**src/design/wdt_defs.svh**
```systemverilog
// Register offsets, field positions, codes and counts of the watchdog block.
`ifndef WDT_DEFS_SVH
`define WDT_DEFS_SVH

`define WDT_ADDR_W 5
`define WDT_OFF_CTRL 5'h00
`define WDT_OFF_RELOAD 5'h04
`define WDT_OFF_FEED 5'h08
`define WDT_OFF_COUNT 5'h0C
`define WDT_OFF_IRQ_STAT 5'h10
`define WDT_OFF_IRQ_MASK 5'h14
`define WDT_OFF_AUX 5'h18
`define WDT_OFF_CAUSE 5'h1C

`define WDT_FEED_FIRST 8'hA5
`define WDT_FEED_SECOND 8'h5A

`define WDT_CTRL_RESET 8'h00
`define WDT_RELOAD_RESET 8'hFF
`define WDT_COUNT_RESET 8'hFF
`define WDT_PRESC_W 12
`define WDT_COUNT_W 8
`define WDT_TAP_BASE 4'h4
`define WDT_RST_HOLD 5'h10
`define WDT_SOFTWARE_RESET_BIT_BIT 0
`define WDT_CAUSE_WDT_BIT 0
`define WDT_CAUSE_SW_BIT 1
`define WDT_IRQ_EXPIRY_BIT 0

`endif

```
**src/design/wdt_pkg.sv**
```systemverilog
// Types shared by the watchdog block.
package wdt_pkg;

  // Control register layout, bit 7 down to bit 0.
  typedef struct packed {
    logic [2:0] tap_sel;
    logic [1:0] rsvd;
    logic run;
    logic watchdog_reset_mode_enable;
    logic osc_sel;
  } wdt_ctrl_t;

  typedef enum logic [2:0] {
    WDT_FD_IDLE = 3'h1,
    WDT_FD_NEED_FIRST = 3'h2,
    WDT_FD_NEED_SECOND = 3'h4
  } wdt_feed_state_t;

endpackage

```
**src/design/wdt_edge_det.sv**
```systemverilog
// Rising edge detector for a slow, synchronous input level.
module wdt_edge_det (
  // Clock and reset
  input wire logic clock_i,
  input wire logic resetn_i,
  // Level in, pulse out
  input wire logic level_i,
  output logic rise_o
);

  logic prev;

  always_ff @(posedge clock_i or negedge resetn_i) begin
    if (!resetn_i) begin
      prev <= 1'b0;
    end else begin
      prev <= level_i;
    end
  end

  assign rise_o = level_i & ~prev;

endmodule

```
**src/design/wdt_prescaler.sv**
```systemverilog
// Binary prescaler with a selectable tap that emits one pulse per tap wrap.
module wdt_prescaler #(
  parameter int WIDTH = 12,
  parameter int SEL_W = 3,
  parameter int TAP_BASE = 4
) (
  // Clock and reset
  input wire logic clock_i,
  input wire logic resetn_i,
  // Control
  input wire logic tick_i,
  input wire logic clear_i,
  input wire logic [SEL_W-1:0] tap_sel_i,
  // Tap
  output logic tap_o
);

  logic [WIDTH-1:0] count;
  logic [WIDTH-1:0] low_mask;

  // The tap fires when every stage up to the chosen one is about to wrap,
  // so the period is 2^(TAP_BASE+sel+1) source ticks.
  always_comb begin
    low_mask = '0;
    for (int i = 0; i < WIDTH; i++) begin
      low_mask[i] = (i <= (TAP_BASE + int'(tap_sel_i)));
    end
  end

  assign tap_o = tick_i & ~clear_i & ((count & low_mask) == low_mask);

  always_ff @(posedge clock_i or negedge resetn_i) begin
    if (!resetn_i) begin
      count <= '0;
    end else if (clear_i) begin
      count <= '0;
    end else if (tick_i) begin
      count <= count + 1'b1;
    end
  end

endmodule

```
**src/design/wdt_top.sv**
```systemverilog
// Watchdog and interval timer with feed checking and a software reset bit.
`include "wdt_defs.svh"

// Notes on behaviour
// - Counter underflow without a feed forces a system reset.
// - Twelve-bit prescaler drives an eight-bit down counter.
// - Down counter steps on a chosen prescaler tap, not the source clock.
// - Prescaler source is the peripheral clock or the watchdog oscillator.
// - Only power-on reset returns configuration and state to defaults.
// - With reset mode off, the counter is an interval timer with interrupt.
// - Peripheral clock source plus power-down stops the watchdog.
// - A wrong or incomplete feed sequence forces a watchdog reset.
// - A control write must be followed at once by a valid feed.
// - Reset mode applies while the reset mode enable bit is one.
// - Setting the software reset bit resets the whole processor.
module wdt_top #(
  parameter int PRESC_W = `WDT_PRESC_W,
  parameter int COUNT_W = `WDT_COUNT_W
) (
  // Clock and power-on reset
  input wire logic clock_i,
  input wire logic resetn_i,
  // Avalon-MM slave
  input wire logic [`WDT_ADDR_W-1:0] address_i,
  input wire logic read_i,
  input wire logic write_i,
  input wire logic [31:0] writedata_i,
  output logic [31:0] readdata_o,
  output logic waitrequest_o,
  // System side
  input wire logic wdt_osc_i,
  input wire logic power_down_i,
  output logic sys_reset_o,
  output logic irq_o
);

  import wdt_pkg::*;

  wdt_pkg::wdt_ctrl_t watchdog_control_reg;
  logic [COUNT_W-1:0] reload_value;
  logic [COUNT_W-1:0] count;
  logic [7:0] irq_status;
  logic [7:0] irq_mask;
  logic [7:0] reset_cause;
  logic [4:0] rst_hold;
  logic ack;
  wdt_pkg::wdt_feed_state_t feed_state;
  wdt_pkg::wdt_feed_state_t next_feed_state;

  logic wr;
  logic rd;
  logic [7:0] wbyte;
  logic feed_ok;
  logic feed_err;
  logic osc_rise;
  logic active;
  logic tick;
  logic tap;
  logic underflow;
  logic wdt_trip;
  logic sw_trip;
  logic software_reset_bit;

  // Bus slave: one wait cycle, then the request is taken.
  assign waitrequest_o = (read_i | write_i) & ~ack;
  assign wr = write_i & ack;
  assign rd = read_i & ack;
  assign wbyte = writedata_i[7:0];

  always_ff @(posedge clock_i or negedge resetn_i) begin
    if (!resetn_i) begin
      ack <= 1'b0;
    end else begin
      ack <= (read_i | write_i) & ~ack;
    end
  end

  always_ff @(posedge clock_i or negedge resetn_i) begin
    if (!resetn_i) begin
      readdata_o <= 32'h0000_0000;
    end else if ((read_i | write_i) & ~ack & read_i) begin
      case (address_i)
        `WDT_OFF_CTRL: readdata_o <= {24'h00_0000, watchdog_control_reg};
        `WDT_OFF_RELOAD: readdata_o <= 32'(reload_value);
        `WDT_OFF_COUNT: readdata_o <= 32'(count);
        `WDT_OFF_IRQ_STAT: readdata_o <= {24'h00_0000, irq_status};
        `WDT_OFF_IRQ_MASK: readdata_o <= {24'h00_0000, irq_mask};
        `WDT_OFF_CAUSE: readdata_o <= {24'h00_0000, reset_cause};
        default: readdata_o <= 32'h0000_0000;
      endcase
    end
  end

  // Configuration. Only resetn_i, the power-on reset, clears it; the
  // system reset this block drives does not loop back here.
  always_ff @(posedge clock_i or negedge resetn_i) begin
    if (!resetn_i) begin
      watchdog_control_reg <= `WDT_CTRL_RESET;
    end else if (wr && address_i == `WDT_OFF_CTRL) begin
      watchdog_control_reg <= wbyte;
      watchdog_control_reg.rsvd <= 2'h0;
    end
  end

  always_ff @(posedge clock_i or negedge resetn_i) begin
    if (!resetn_i) begin
      reload_value <= `WDT_RELOAD_RESET;
      irq_mask <= 8'h00;
    end else if (wr) begin
      if (address_i == `WDT_OFF_RELOAD) begin
        reload_value <= wbyte[COUNT_W-1:0];
      end
      if (address_i == `WDT_OFF_IRQ_MASK) begin
        irq_mask <= wbyte;
      end
    end
  end

  // Feed sequence checker. Any other bus write between the two feed
  // bytes, or after a control write, breaks the sequence. Reads do not.
  always_comb begin
    next_feed_state = feed_state;
    feed_ok = 1'b0;
    feed_err = 1'b0;
    if (wr) begin
      case (feed_state)
        WDT_FD_IDLE: begin
          if (address_i == `WDT_OFF_CTRL) begin
            next_feed_state = WDT_FD_NEED_FIRST;
          end else if (address_i == `WDT_OFF_FEED) begin
            if (wbyte == `WDT_FEED_FIRST) begin
              next_feed_state = WDT_FD_NEED_SECOND;
            end else begin
              feed_err = 1'b1;
            end
          end
        end
        WDT_FD_NEED_FIRST: begin
          if (address_i == `WDT_OFF_FEED && wbyte == `WDT_FEED_FIRST) begin
            next_feed_state = WDT_FD_NEED_SECOND;
          end else begin
            feed_err = 1'b1;
            next_feed_state = WDT_FD_IDLE;
          end
        end
        WDT_FD_NEED_SECOND: begin
          if (address_i == `WDT_OFF_FEED && wbyte == `WDT_FEED_SECOND) begin
            feed_ok = 1'b1;
          end else begin
            feed_err = 1'b1;
          end
          next_feed_state = WDT_FD_IDLE;
        end
        default: begin
          next_feed_state = WDT_FD_IDLE;
        end
      endcase
    end
  end

  always_ff @(posedge clock_i or negedge resetn_i) begin
    if (!resetn_i) begin
      feed_state <= WDT_FD_IDLE;
    end else begin
      feed_state <= next_feed_state;
    end
  end

  // Source selection and power-down gating. The oscillator keeps running
  // in power-down, so only the peripheral-clock source is stopped.
  wdt_edge_det u_osc_edge (
    .clock_i(clock_i),
    .resetn_i(resetn_i),
    .level_i(wdt_osc_i),
    .rise_o(osc_rise)
  );

  assign active = (watchdog_control_reg.watchdog_reset_mode_enable |
                   watchdog_control_reg.run) &
                  ~(power_down_i & ~watchdog_control_reg.osc_sel);
  assign tick = active &
                (watchdog_control_reg.osc_sel ? osc_rise : 1'b1);

  wdt_prescaler #(
    .WIDTH(PRESC_W),
    .SEL_W(3),
    .TAP_BASE(int'(`WDT_TAP_BASE))
  ) u_presc (
    .clock_i(clock_i),
    .resetn_i(resetn_i),
    .tick_i(tick),
    .clear_i(feed_ok),
    .tap_sel_i(watchdog_control_reg.tap_sel),
    .tap_o(tap)
  );

  assign underflow = tap & (count == '0);

  // Down counter steps only on the prescaler tap and reloads on expiry.
  always_ff @(posedge clock_i or negedge resetn_i) begin
    if (!resetn_i) begin
      count <= `WDT_COUNT_RESET;
    end else if (feed_ok) begin
      count <= reload_value;
    end else if (underflow) begin
      count <= reload_value;
    end else if (tap) begin
      count <= count - 1'b1;
    end
  end

  // Reset sources. Feed errors only reset in watchdog mode; as an
  // interval timer a stray write should not take the processor down.
  assign wdt_trip = watchdog_control_reg.watchdog_reset_mode_enable &
                    (underflow | feed_err);
  assign software_reset_bit = wbyte[`WDT_SOFTWARE_RESET_BIT_BIT];
  assign sw_trip = wr & (address_i == `WDT_OFF_AUX) &
                   software_reset_bit;

  always_ff @(posedge clock_i or negedge resetn_i) begin
    if (!resetn_i) begin
      rst_hold <= 5'h00;
    end else if (wdt_trip | sw_trip) begin
      rst_hold <= `WDT_RST_HOLD;
    end else if (rst_hold != 5'h00) begin
      rst_hold <= rst_hold - 5'h01;
    end
  end

  assign sys_reset_o = (rst_hold != 5'h00);

  // Sticky reset cause, write one to clear; a new cause wins the clear.
  always_ff @(posedge clock_i or negedge resetn_i) begin
    if (!resetn_i) begin
      reset_cause <= 8'h00;
    end else begin
      for (int i = 0; i < 8; i++) begin
        if (wr && address_i == `WDT_OFF_CAUSE && wbyte[i]) begin
          reset_cause[i] <= 1'b0;
        end
      end
      if (wdt_trip) begin
        reset_cause[`WDT_CAUSE_WDT_BIT] <= 1'b1;
      end
      if (sw_trip) begin
        reset_cause[`WDT_CAUSE_SW_BIT] <= 1'b1;
      end
    end
  end

  // Interval expiry interrupt, write one to clear, set wins the clear.
  always_ff @(posedge clock_i or negedge resetn_i) begin
    if (!resetn_i) begin
      irq_status <= 8'h00;
    end else begin
      for (int i = 0; i < 8; i++) begin
        if (wr && address_i == `WDT_OFF_IRQ_STAT && wbyte[i]) begin
          irq_status[i] <= 1'b0;
        end
      end
      if (underflow && !watchdog_control_reg.watchdog_reset_mode_enable) begin
        irq_status[`WDT_IRQ_EXPIRY_BIT] <= 1'b1;
      end
    end
  end

  assign irq_o = |(irq_status & irq_mask);

endmodule

```
**config.mk**
```make
export PLATFORM = sky130hd
export DESIGN_NAME = wdt_top
export DESIGN_NICKNAME = d
export VERILOG_FILES = /design/src/design/wdt_pkg.sv /design/src/design/wdt_edge_det.sv /design/src/design/wdt_prescaler.sv /design/src/design/wdt_top.sv
export VERILOG_INCLUDE_DIRS = /design/src /design/src/design
export SDC_FILE = /design/constraint.sdc
export NUM_CORES = 1
export LEC_CHECK = 0
export ABC_AREA = 1
export BUFFER_PORTS_ARGS = -buffer_cell sky130_fd_sc_hd__buf_2
export CORE_MARGIN = 3
export CORE_UTILIZATION = 50
export DETAILED_ROUTE_END_ITERATION = 8
export PLACE_DENSITY = 0.74
export SETUP_SLACK_MARGIN = 0.2
export SLEW_MARGIN = 20
export SYNTH_ARGS = -nofsm -noshare
export SYNTH_HDL_FRONTEND = slang
export SYNTH_SLANG_ARGS = --single-unit
```
**constraint.sdc**
```tcl
create_clock -name clock_i -period 3.4 [get_ports clock_i]
set_clock_uncertainty 0.2 [all_clocks]
set_input_delay 0 -clock clock_i [delete_from_list [all_inputs] [get_ports clock_i]]
set_output_delay 0 -clock clock_i [all_outputs]
set_load 0.1 [all_outputs]
```
# Yosys cells after proc, flatten, opt, wreduce, memory -nomap -nowiden
# Cells that the tools add are included.
[totals]
reg_bits = 87
inputBits = 43
out_inout_bits = 35
wordCells = 124
[op_classes]
add_sub_neg = 4
magnitude_cmp = 12
n_eq_ne = 15
n_mux = 30
bitwise_logic = 24
n_reduce_logical = 23
[op_table]
columns = ["operator", "n"]
rows = [
  ["$le A4 B32 Y1 const A", 4],
  ["$le A5 B32 Y1 const A", 4],
  ["$le A3 B32 Y1 const A", 2],
  ["$pmux W8 S6", 1],
  ["$le A2 B32 Y1 const A", 1],
  ["$mux W12", 2],
  ["$mux W8", 3],
  ["$eq A5 B5 Y1 const B", 4],
  ["$mux W1", 16],
  ["$and A1 B1 Y1", 13],
  ["$add A12 B1 Y12 const B", 1],
  ["$and A12 B12 Y12", 1],
  ["$eq A12 B12 Y1", 1],
  ["$mux W3", 4],
  ["$eq A5 B4 Y1 const B", 2],
  ["$mux W5", 2],
  ["$reduce_bool A2 Y1", 5],
  ["$logic_and A1 B1 Y1", 9],
  ["$and A1 B8 Y8", 1],
  ["$eq A8 B7 Y1 const B", 1],
  ["$eq A8 B8 Y1 const B", 1],
  ["$logic_not A8 Y1", 1],
  ["$reduce_or A8 Y1", 1],
  ["$sub A8 B1 Y8 const B", 1],
  ["18 further kinds", 27],
]

# Depth between registers and ports, before layout
# Gate-level depths: netlist of the first run.
[logic_depth]
word_depth = 13
ltp_mapped = 13
ltp_nobuf = 12

# Modules after synthesis
# From an unflattened synthesis of the first run, not the netlist that was laid out.
[unflattened]
hier_cells = 471
area_unflattened_um2 = 3653.5
[by_module_without_submodules]
columns = ["mod", "instances", "cells_per_inst", "area_each_um2", "seq_area_each_um2"]
rows = [
  ["wdt_top", 1, 377, 2909.0, 1272.5],
  ["wdt_prescaler", 1, 91, 709.4, 300.3],
  ["wdt_edge_det", 1, 3, 35.0, 25.0],
]

# Worst setup path before layout of the first run
# OpenSTA, ideal clock, no wires.
[synth_timing]
path_kind = "reg-to-reg"
from = "reg ack"
to = "reg readdata_o[3]"
setup_time_ns = 0.136
t_arrival_ns = 2.237
required_ns = 3.064
slack_ns = 0.827
path_stages_with_launch = 6
n_path_buf = 1
period_less_slack_ns = 2.573
path_cell_list = "dfrtp_1 > nor2_1 > nand2_1 > clkbuf_1 > nand2_1 > o21ai_0"
[synth_via]
elab_chain_cells = 3
[synth_lines]
columns = ["item", "line", "text"]
rows = [
  ["start, declared", "wdt_top.sv:46", "logic ack;"],
  ["start signal, assigned", "wdt_top.sv:74", "ack <= (read_i | write_i) & ~ack;"],
  ["$not A1 Y1", "n/a", ""],
  ["$and A1 B1 Y1", "n/a", ""],
  ["net waitrequest_o", "wdt_top.sv:29", "output logic waitrequest_o,"],
  ["$and A1 B1 Y1", "wdt_top.sv:81", "end else if ((read_i | write_i) & ~ack & read_i) begin"],
  ["end signal, assigned", "wdt_top.sv:83", "`WDT_OFF_CTRL: readdata_o <= {24'h00_0000, watchdog_control_reg};"],
  ["end signal, assigned", "wdt_top.sv:84", "`WDT_OFF_RELOAD: readdata_o <= 32'(reload_value);"],
  ["end signal, assigned", "wdt_top.sv:85", "`WDT_OFF_COUNT: readdata_o <= 32'(count);"],
  ["end, declared", "wdt_top.sv:28", "output logic [31:0] readdata_o,"],
]
# The timed path passes the listed nets, and every way through them passes these cells.
# A chain may end at the register's enable or synchronous reset.

# Worst setup path after layout of the first run
[layout_timing]
from = "in address_i[0]"
to = "reg feed_state[2]"
[layout_via]
elab_chain_cells = 4
word_cells_on_any_way = 9
cone_classes = "3 x eq/ne; 3 x mux; 3 x reduce/logical"
[layout_lines]
columns = ["item", "line", "text"]
rows = [
  ["start, declared", "wdt_top.sv:24", "input wire logic [`WDT_ADDR_W-1:0] address_i,"],
  ["$eq A5 B4 Y1 (no line)", "n/a", ""],
  ["$logic_and A1 B1 Y1 (no line)", "n/a", ""],
  ["$mux W3", "wdt_top.sv:139", "if (address_i == `WDT_OFF_FEED && wbyte == `WDT_FEED_FIRST) begin"],
  ["$pmux W3 S2", "wdt_top.sv:126", "case (feed_state)"],
  ["end signal, assigned", "wdt_top.sv:165", "feed_state <= next_feed_state;"],
  ["end, declared", "wdt_top.sv:47", "wdt_pkg::wdt_feed_state_t feed_state;"],
]
# Parallel ways exist; a longest one is shown, timed or not.

==> results.md, run 1 <==
Power
- 0.000432 V — IR Drop Worst-Case VDD
- 507 nW/µm² — power density of the placed cells
- 2.14 nW — static power due to leakage
- 2.11 mW — Overall Power

Detailed routing
- 0 — count of antenna-violating nets left after detailed routing
- 8170 µm — Routed WL
- 286 — number of design-rule violations left by the first detailed-router iteration
- 5.05 — via/cell ratio
- 0 — remaining routing DRC violations
- 12.8 µm — average wire per standard cell
- 3223 — overall via count from detail_route
- 5 — Pre-Repair DR Iteration Count

Clock network
- done — clock tree from TritonCTS
- sky130_fd_sc_hd__clkbuf_8 — buffer cell driving the clock tree root
- 0.34 ns — Worst-Skew Late Latency
- 9 — total clock buffers created by CTS
- 2 — largest buffer count on any clock path
- 0.07 ns — CTS clk-pin slew, worst paths
- 63 — Sink Count
- 3 — H-Tree Level Count

STA
- 1.02 ns — smallest setup slack after layout
- 421 MHz — achievable frequency
- 0 — final hold violation count
- 0.617 ns — Worst-Margin Slew
- false — RSZ-0062 raised after global routing
- 0.699 — crit share post-route
- 0 — final setup violating endpoints
- 0 — Final Max Slew Viols
- 0.589 — worst slew margin relative to its limit
- 2.38 ns — Final min period
- 0.0199 ns — final-layout worst hold slack
- 0 ns — Setup TNS

Logic synthesis
- 33 — synth unique cells
- sky130_fd_sc_hd__dfrtp_1 — ys flop type
- simple AND/OR/NAND/NOR gates — largest family of logic cells by synthesized area
- 0.0172 — area share of fa/ha/maj cells after synthesis
- 0.316 — share of Yosys cell area claimed by the top area cell type
- 1.00 — FFs w/ async S/R, synth
- 0.100 — compound-gate portion of the synthesized area
- 63 — number of register bits inferred by synthesis
- 0 — Synth Warn #
- 0 — Post-synth EDFFs
- 0.00275 — multiplexer area fraction after synthesis
- 3640 µm² — cell area after technology mapping
- sky130_fd_sc_hd__nand2_1, sky130_fd_sc_hd__inv_1, sky130_fd_sc_hd__o21ai_0 — most frequent cells after synthesis
- 0.439 — share of synthesized area occupied by flip-flops and latches
- 483 — cell count after synthesis
- 0.0240 — post-synthesis xor/xnor area fraction
- sky130_fd_sc_hd__nand2_1 — count leader, synth
- sky130_fd_sc_hd__dfrtp_1 — biggest area consumer among synthesized cells
- 7.54 µm² — average cell area after synthesis
- sky130_fd_sc_hd__dfrtp_1, sky130_fd_sc_hd__nand2_1, sky130_fd_sc_hd__dfstp_2, sky130_fd_sc_hd__inv_1, sky130_fd_sc_hd__o21ai_0 — most area-consuming cells after synthesis
- 0.287 — fraction of the mapped netlist area in simple logic gates

Die
- 30 — number of rows in the core area
- 0.525 — effective utilization at floorplan
- 6940 µm² — placeable core region
- 91.4 µm — DIE HEIGHT
- 91.4 µm — Die W
- 78 — I/O pins
- 8350 µm² — total die area

Final layout
- 0.149 — proportion of layout cells with a drive suffix above 1
- 585 — number of nets at the end of the flow
- 14.3% — Area growth, synth to finish
- u_presc.count — largest reg by FF count
- 12 — max FFs per register
- 638 — number of non-filler instances in the completed layout
- 0 — Diodes inserted

Critical path
- dlygate4sd3_1, buf_2, nor2_4, nand2_2, nor2_4, dlygate4sd3_1, nand3_1, a21oi_1, dlygate4sd3_1 — critical-path cell list
- feed_state[0] — beginning of the worst register-to-register path
- 6 — cells on worst reg2reg path
- 3.47 ns — CP required
- flip-flop — capturing element type of the critical path
- address_i[0] — Critical path origin
- 1.16 ns — worst reg-to-reg setup slack
- input pin to flip-flop — type of the worst setup path
- 6 — top fanout value on the critical path
- sky130_fd_sc_hd__dlygate4sd3_1 — cell type of the slowest stage on the worst timing path
- feed_state[2] — Reg2Reg Capture Point
- sky130_fd_sc_hd__dlygate4sd3_1 — most repeated library cell on the critical path
- 2.45 ns — data arrival at the endpoint of the critical path
- input pin — startpoint type of the worst setup path
- 0.59 ns — maximum cell stage delay along the critical path

Min path
- input pin to async pin — Tightest Hold Check Type

Placed design
- 29 — buffers added on ports
- 1.19 ns — post-placement setup slack
- 602 — # placed instances
- 5880 µm — hpwl dp
- 0.878 — weighted congestion reported at the end of routability-driven placement

Global route
- 49 — largest net degree at the start of global routing
- 0 — global route overflow
- 13800 µm — first-pass GRT wire length
- 0 — number of antenna violations at the first check in global routing
- 0.208 — global-route usage over all layers
- 2957 — vias in the first global route

Run
- 0 — max_cap viols

Status
- completed — run status

==> how the worst max path moves through the flow <==
stage,to,cells after the start,slack (ns)
after CTS,feed_state[2],9,1.07
after global routing,count[2],12,0.90
after floorplan,readdata_o[3],5,0.83
final,feed_state[2],9,1.02
after global placement,count[6],11,1.24
after detailed placement,count[4],11,1.19
==> logic make-up after synthesis <==
| group | Yosys count |
|---|---|
| compound gates | 69 |
| fa+ha+maj | 5 |
| mux | 1 |
| other cells | 1 |
| flops | 63 |
| xor+xnor | 10 |
| buf+inv | 99 |
| simple gates | 235 |
==> what timing repair did <==
item                      CTS  global route
setup buffers               0             0
hold buffers               20             0
gates resized for setup     0             0
hold endpoints to repair   81             0
==> metrics by stage <==
| step | utilization | area, µm² |
|---|---|---|
| floorplan | - | 3730 |
| global placement | 0.546 | 3790 |
| finish | 0.599 | 4160 |
| global route | 0.599 | 4160 |
| detailed placement | 0.546 | 3790 |
| CTS | 0.599 | 4160 |
==> worst max-delay path, delay by kind of cell <==
kind	cells	cell delay, ns
AO/OA/AOI/OAI	1	0.14
AND/OR/NAND/NOR	4	0.47
buffers and inverters	4	1.83
==> per-layer routing <==
layer,GRT usage,wire length [µm]
met5,0,0
met4,0.0628,125
met3,0.0505,475
met2,0.329,3830
met1,0.281,3740
==> area by class of cell <==
cell class              instances  area (µm²)
clock buffers                  12         145
clock inverters                 4        22.5
fillers                       648        2780
inverters                      69         259
multi-input cells             344        1660
flip-flops and latches         63        1600
well taps                      96         120
repair buffers                 50         355
==> power breakdown <==
| part | total, mW | leakage, nW | internal [mW] | switching, mW |
|---|---|---|---|---|
| registers | 0.959 | 0.770 | 0.880 | 0.0795 |
| clock network | 0.556 | 0.0861 | 0.281 | 0.275 |
| logic | 0.595 | 1.28 | 0.176 | 0.420 |
| total | 2.11 | 2.14 | 1.34 | 0.774 |
==> layout by cell type (no fill, tap or decap), types with 6 or more instances in the layout <==
cell	n
sky130_fd_sc_hd__nand2_1	134
sky130_fd_sc_hd__inv_1	65
sky130_fd_sc_hd__o21ai_0	47
sky130_fd_sc_hd__dfrtp_1	46
sky130_fd_sc_hd__nand3_1	37
sky130_fd_sc_hd__buf_2	28
sky130_fd_sc_hd__nor2_1	24
sky130_fd_sc_hd__conb_1	24
sky130_fd_sc_hd__dlygate4sd3_1	20
sky130_fd_sc_hd__dfstp_2	17
sky130_fd_sc_hd__nor3_1	15
sky130_fd_sc_hd__a21oi_1	15
sky130_fd_sc_hd__clkbuf_8	10
sky130_fd_sc_hd__xor2_1	7
sky130_fd_sc_hd__nor2_2	6
Power figures use the tool's default switching activity.
==> inputs of run 2 (changes only) <==
--- a/config.mk
+++ b/config.mk
@@ -11,7 +11,7 @@
 export CORE_MARGIN = 3
 export CORE_UTILIZATION = 50
 export DETAILED_ROUTE_END_ITERATION = 8
-export PLACE_DENSITY = 0.74
+export PLACE_DENSITY = 0.77
 export SETUP_SLACK_MARGIN = 0.2
 export SLEW_MARGIN = 20
 export SYNTH_ARGS = -nofsm -noshare
==> constraint.sdc (replaced) <==
create_clock -name clock_i -period 1.9 [get_ports clock_i]
set_clock_uncertainty 0.2 [all_clocks]
set_input_delay 0 -clock clock_i [delete_from_list [all_inputs] [get_ports clock_i]]
set_output_delay 0 -clock clock_i [all_outputs]
set_load 0.1 [all_outputs]
==> run 2 against run 1 <==
Against the previous run:
- the run now ends with negative hold slack left
- combinational power grew 120%
- sequential share of layout area shrank 3.9 points
- sequential power grew 80%
- design area up 11%
- largest power group unchanged
- sequential cell count stayed put
- wire length grew 17%
- first-iteration DRC count increased by 6.3%
==> results.md, run 2 (synthesized netlist as in run 1, its figures left out) <==
Die
- 30 — number of rows in the core area
- 91.4 µm — DIE HEIGHT
- 78 — I/O pins
- 6940 µm² — placeable core region
- 8350 µm² — total die area
- 91.4 µm — Die W
- 0.525 — effective utilization at floorplan

Critical path
- flip-flop — startpoint type of the worst setup path
- flip-flop — capturing element type of the critical path
- 1.91 ns — data arrival at the endpoint of the critical path
- u_presc.count[0] — Critical path origin
- u_presc.count[0] — beginning of the worst register-to-register path
- 6 — top fanout value on the critical path
- flip-flop to flip-flop — type of the worst setup path
- 1.98 ns — CP required

Clock network
- done — clock tree from TritonCTS
- 9 — total clock buffers created by CTS
- 2 — largest buffer count on any clock path
- 63 — Sink Count
- 0.35 ns — Worst-Skew Late Latency
- sky130_fd_sc_hd__clkbuf_8 — buffer cell driving the clock tree root
- 3 — H-Tree Level Count
- 0.07 ns — CTS clk-pin slew, worst paths

Detailed routing
- 3497 — overall via count from detail_route
- 0 — remaining routing DRC violations
- 5 — Pre-Repair DR Iteration Count
- 14.3 µm — average wire per standard cell
- 0 — count of antenna-violating nets left after detailed routing
- 5.22 — via/cell ratio
- 9560 µm — Routed WL
- 304 — number of design-rule violations left by the first detailed-router iteration

STA
- 0.0676 ns — smallest setup slack after layout
- 0.964 — crit share post-route
- 0 — Final Max Slew Viols
- 1 — final hold violation count
- 546 MHz — achievable frequency
- 0 — final setup violating endpoints
- 0.556 — worst slew margin relative to its limit
- true — RSZ-0062 raised after global routing
- 0.667 ns — Worst-Margin Slew
- 1.83 ns — Final min period
- -0.0416 ns — final-layout worst hold slack

Final layout
- 0 — Diodes inserted
- 670 — number of non-filler instances in the completed layout
- 12 — max FFs per register
- 27.1% — Area growth, synth to finish
- sky130_fd_sc_hd__nand2_1 — commonest non-fill, non-tap cell in the layout
- u_presc.count — largest reg by FF count
- 0.667 — post-layout utilization of the core
- 0.260 — proportion of layout cells with a drive suffix above 1
- 617 — number of nets at the end of the flow
- sky130_fd_sc_hd__nand2_1, sky130_fd_sc_hd__inv_1, sky130_fd_sc_hd__o21ai_0, sky130_fd_sc_hd__dfrtp_1, sky130_fd_sc_hd__nand3_1 — commonest cells after routing, fill and taps aside

Min path
- address_i[3] — Hold Path Origin
- input pin to flip-flop — Tightest Hold Check Type

Status
- negative hold slack — failing checks
- finished with violations — run status

Global route
- 45 — largest net degree at the start of global routing
- 15500 µm — first-pass GRT wire length
- 0.307 — met1 layer usage reported by global route
- met2 — global-route layer with the greatest usage
- 0.0356 — met3 global-route usage
- 0 — global route overflow
- 3275 — vias in the first global route
- 0 — number of antenna violations at the first check in global routing
- 0.372 — met2 usage in global routing
- 0.230 — global-route usage over all layers

Placed design
- -0.0765 ns — post-placement setup slack
- 6200 µm — hpwl dp
- 0.895 — weighted congestion reported at the end of routability-driven placement
- 618 — # placed instances
- 29 — buffers added on ports

Power
- 2.39 nW — static power due to leakage
- 0.000755 V — IR Drop Worst-Case VDD
- 894 nW/µm² — power density of the placed cells

Run
- 0 — max_cap viols

-- run 2: per-stage QoR --
step | cell area (µm²) | total power [mW] | setup TNS, ns
floorplan | 3770 | 2.63 | 0
global placement | 3960 | 2.81 | 0
detailed placement | 3960 | 2.87 | -0.498
CTS | 4430 | 4.01 | 0
global route | 4630 | 4.37 | -0.0409
finish | 4630 | 4.14 | 0
-- run 2: what timing repair did --
| action | 4_1_cts | 5_1_grt |
|---|---|---|
| hold endpoints to repair | 97 | 7 |
| setup endpoints to repair | 29 | 63 |
| hold buffers | 20 | 2 |
| resized for setup | 15 | 34 |
| buffers inserted | 5 | 11 |
| pin swaps | 6 | 13 |
-- run 2: routing by layer --
metal,share of wire,vias up
li1,-,1677
met1,0.42,1638
met2,0.48,153
met3,0.069,29
met4,0.025,0
met5,0,-
-- run 2: report_power, final --
part / internal (mW) / switching [mW] / total (mW)
sequential: 1.57 / 0.157 / 1.73
combinational: 0.444 / 0.888 / 1.33
clock: 0.542 / 0.535 / 1.08
-- run 2: cell type report --
class / instances / area [µm²]
clock inverters: 3 / 17.5
repair buffers: 82 / 626
flip-flops and latches: 63 / 1600
well taps: 96 / 120
inverters: 69 / 272
multi-input cells: 344 / 1840
clock buffers: 13 / 159
fillers: 536 / 2310
-- run 2: worst paths after layout --
kind | end | cells after the start | slack (ns)
max | count[7] | 12 | 0.07
min | irq_status[0] | 5 | -0.04
max reg2reg | count[7] | 12 | 0.07
min reg2reg | count[1] | 2 | 0.27
max in group asynchronous | u_presc.count[1] | 3 | 0.72
min in group asynchronous | count[0] | 2 | 0.05
-- run 2: critical path, cell delays in order, from the launching register on --
cell	delay [ns]
sky130_fd_sc_hd__dfrtp_1	0.36
sky130_fd_sc_hd__ha_2	0.19
sky130_fd_sc_hd__nand2_2	0.07
sky130_fd_sc_hd__nor2_2	0.10
sky130_fd_sc_hd__nand2_1	0.06
sky130_fd_sc_hd__nor2_1	0.09
sky130_fd_sc_hd__nand2_1	0.09
sky130_fd_sc_hd__nor2_4	0.13
sky130_fd_sc_hd__nand2_4	0.11
sky130_fd_sc_hd__buf_6	0.16
sky130_fd_sc_hd__nand3_2	0.07
sky130_fd_sc_hd__nand3_2	0.08
sky130_fd_sc_hd__nand2_1	0.07
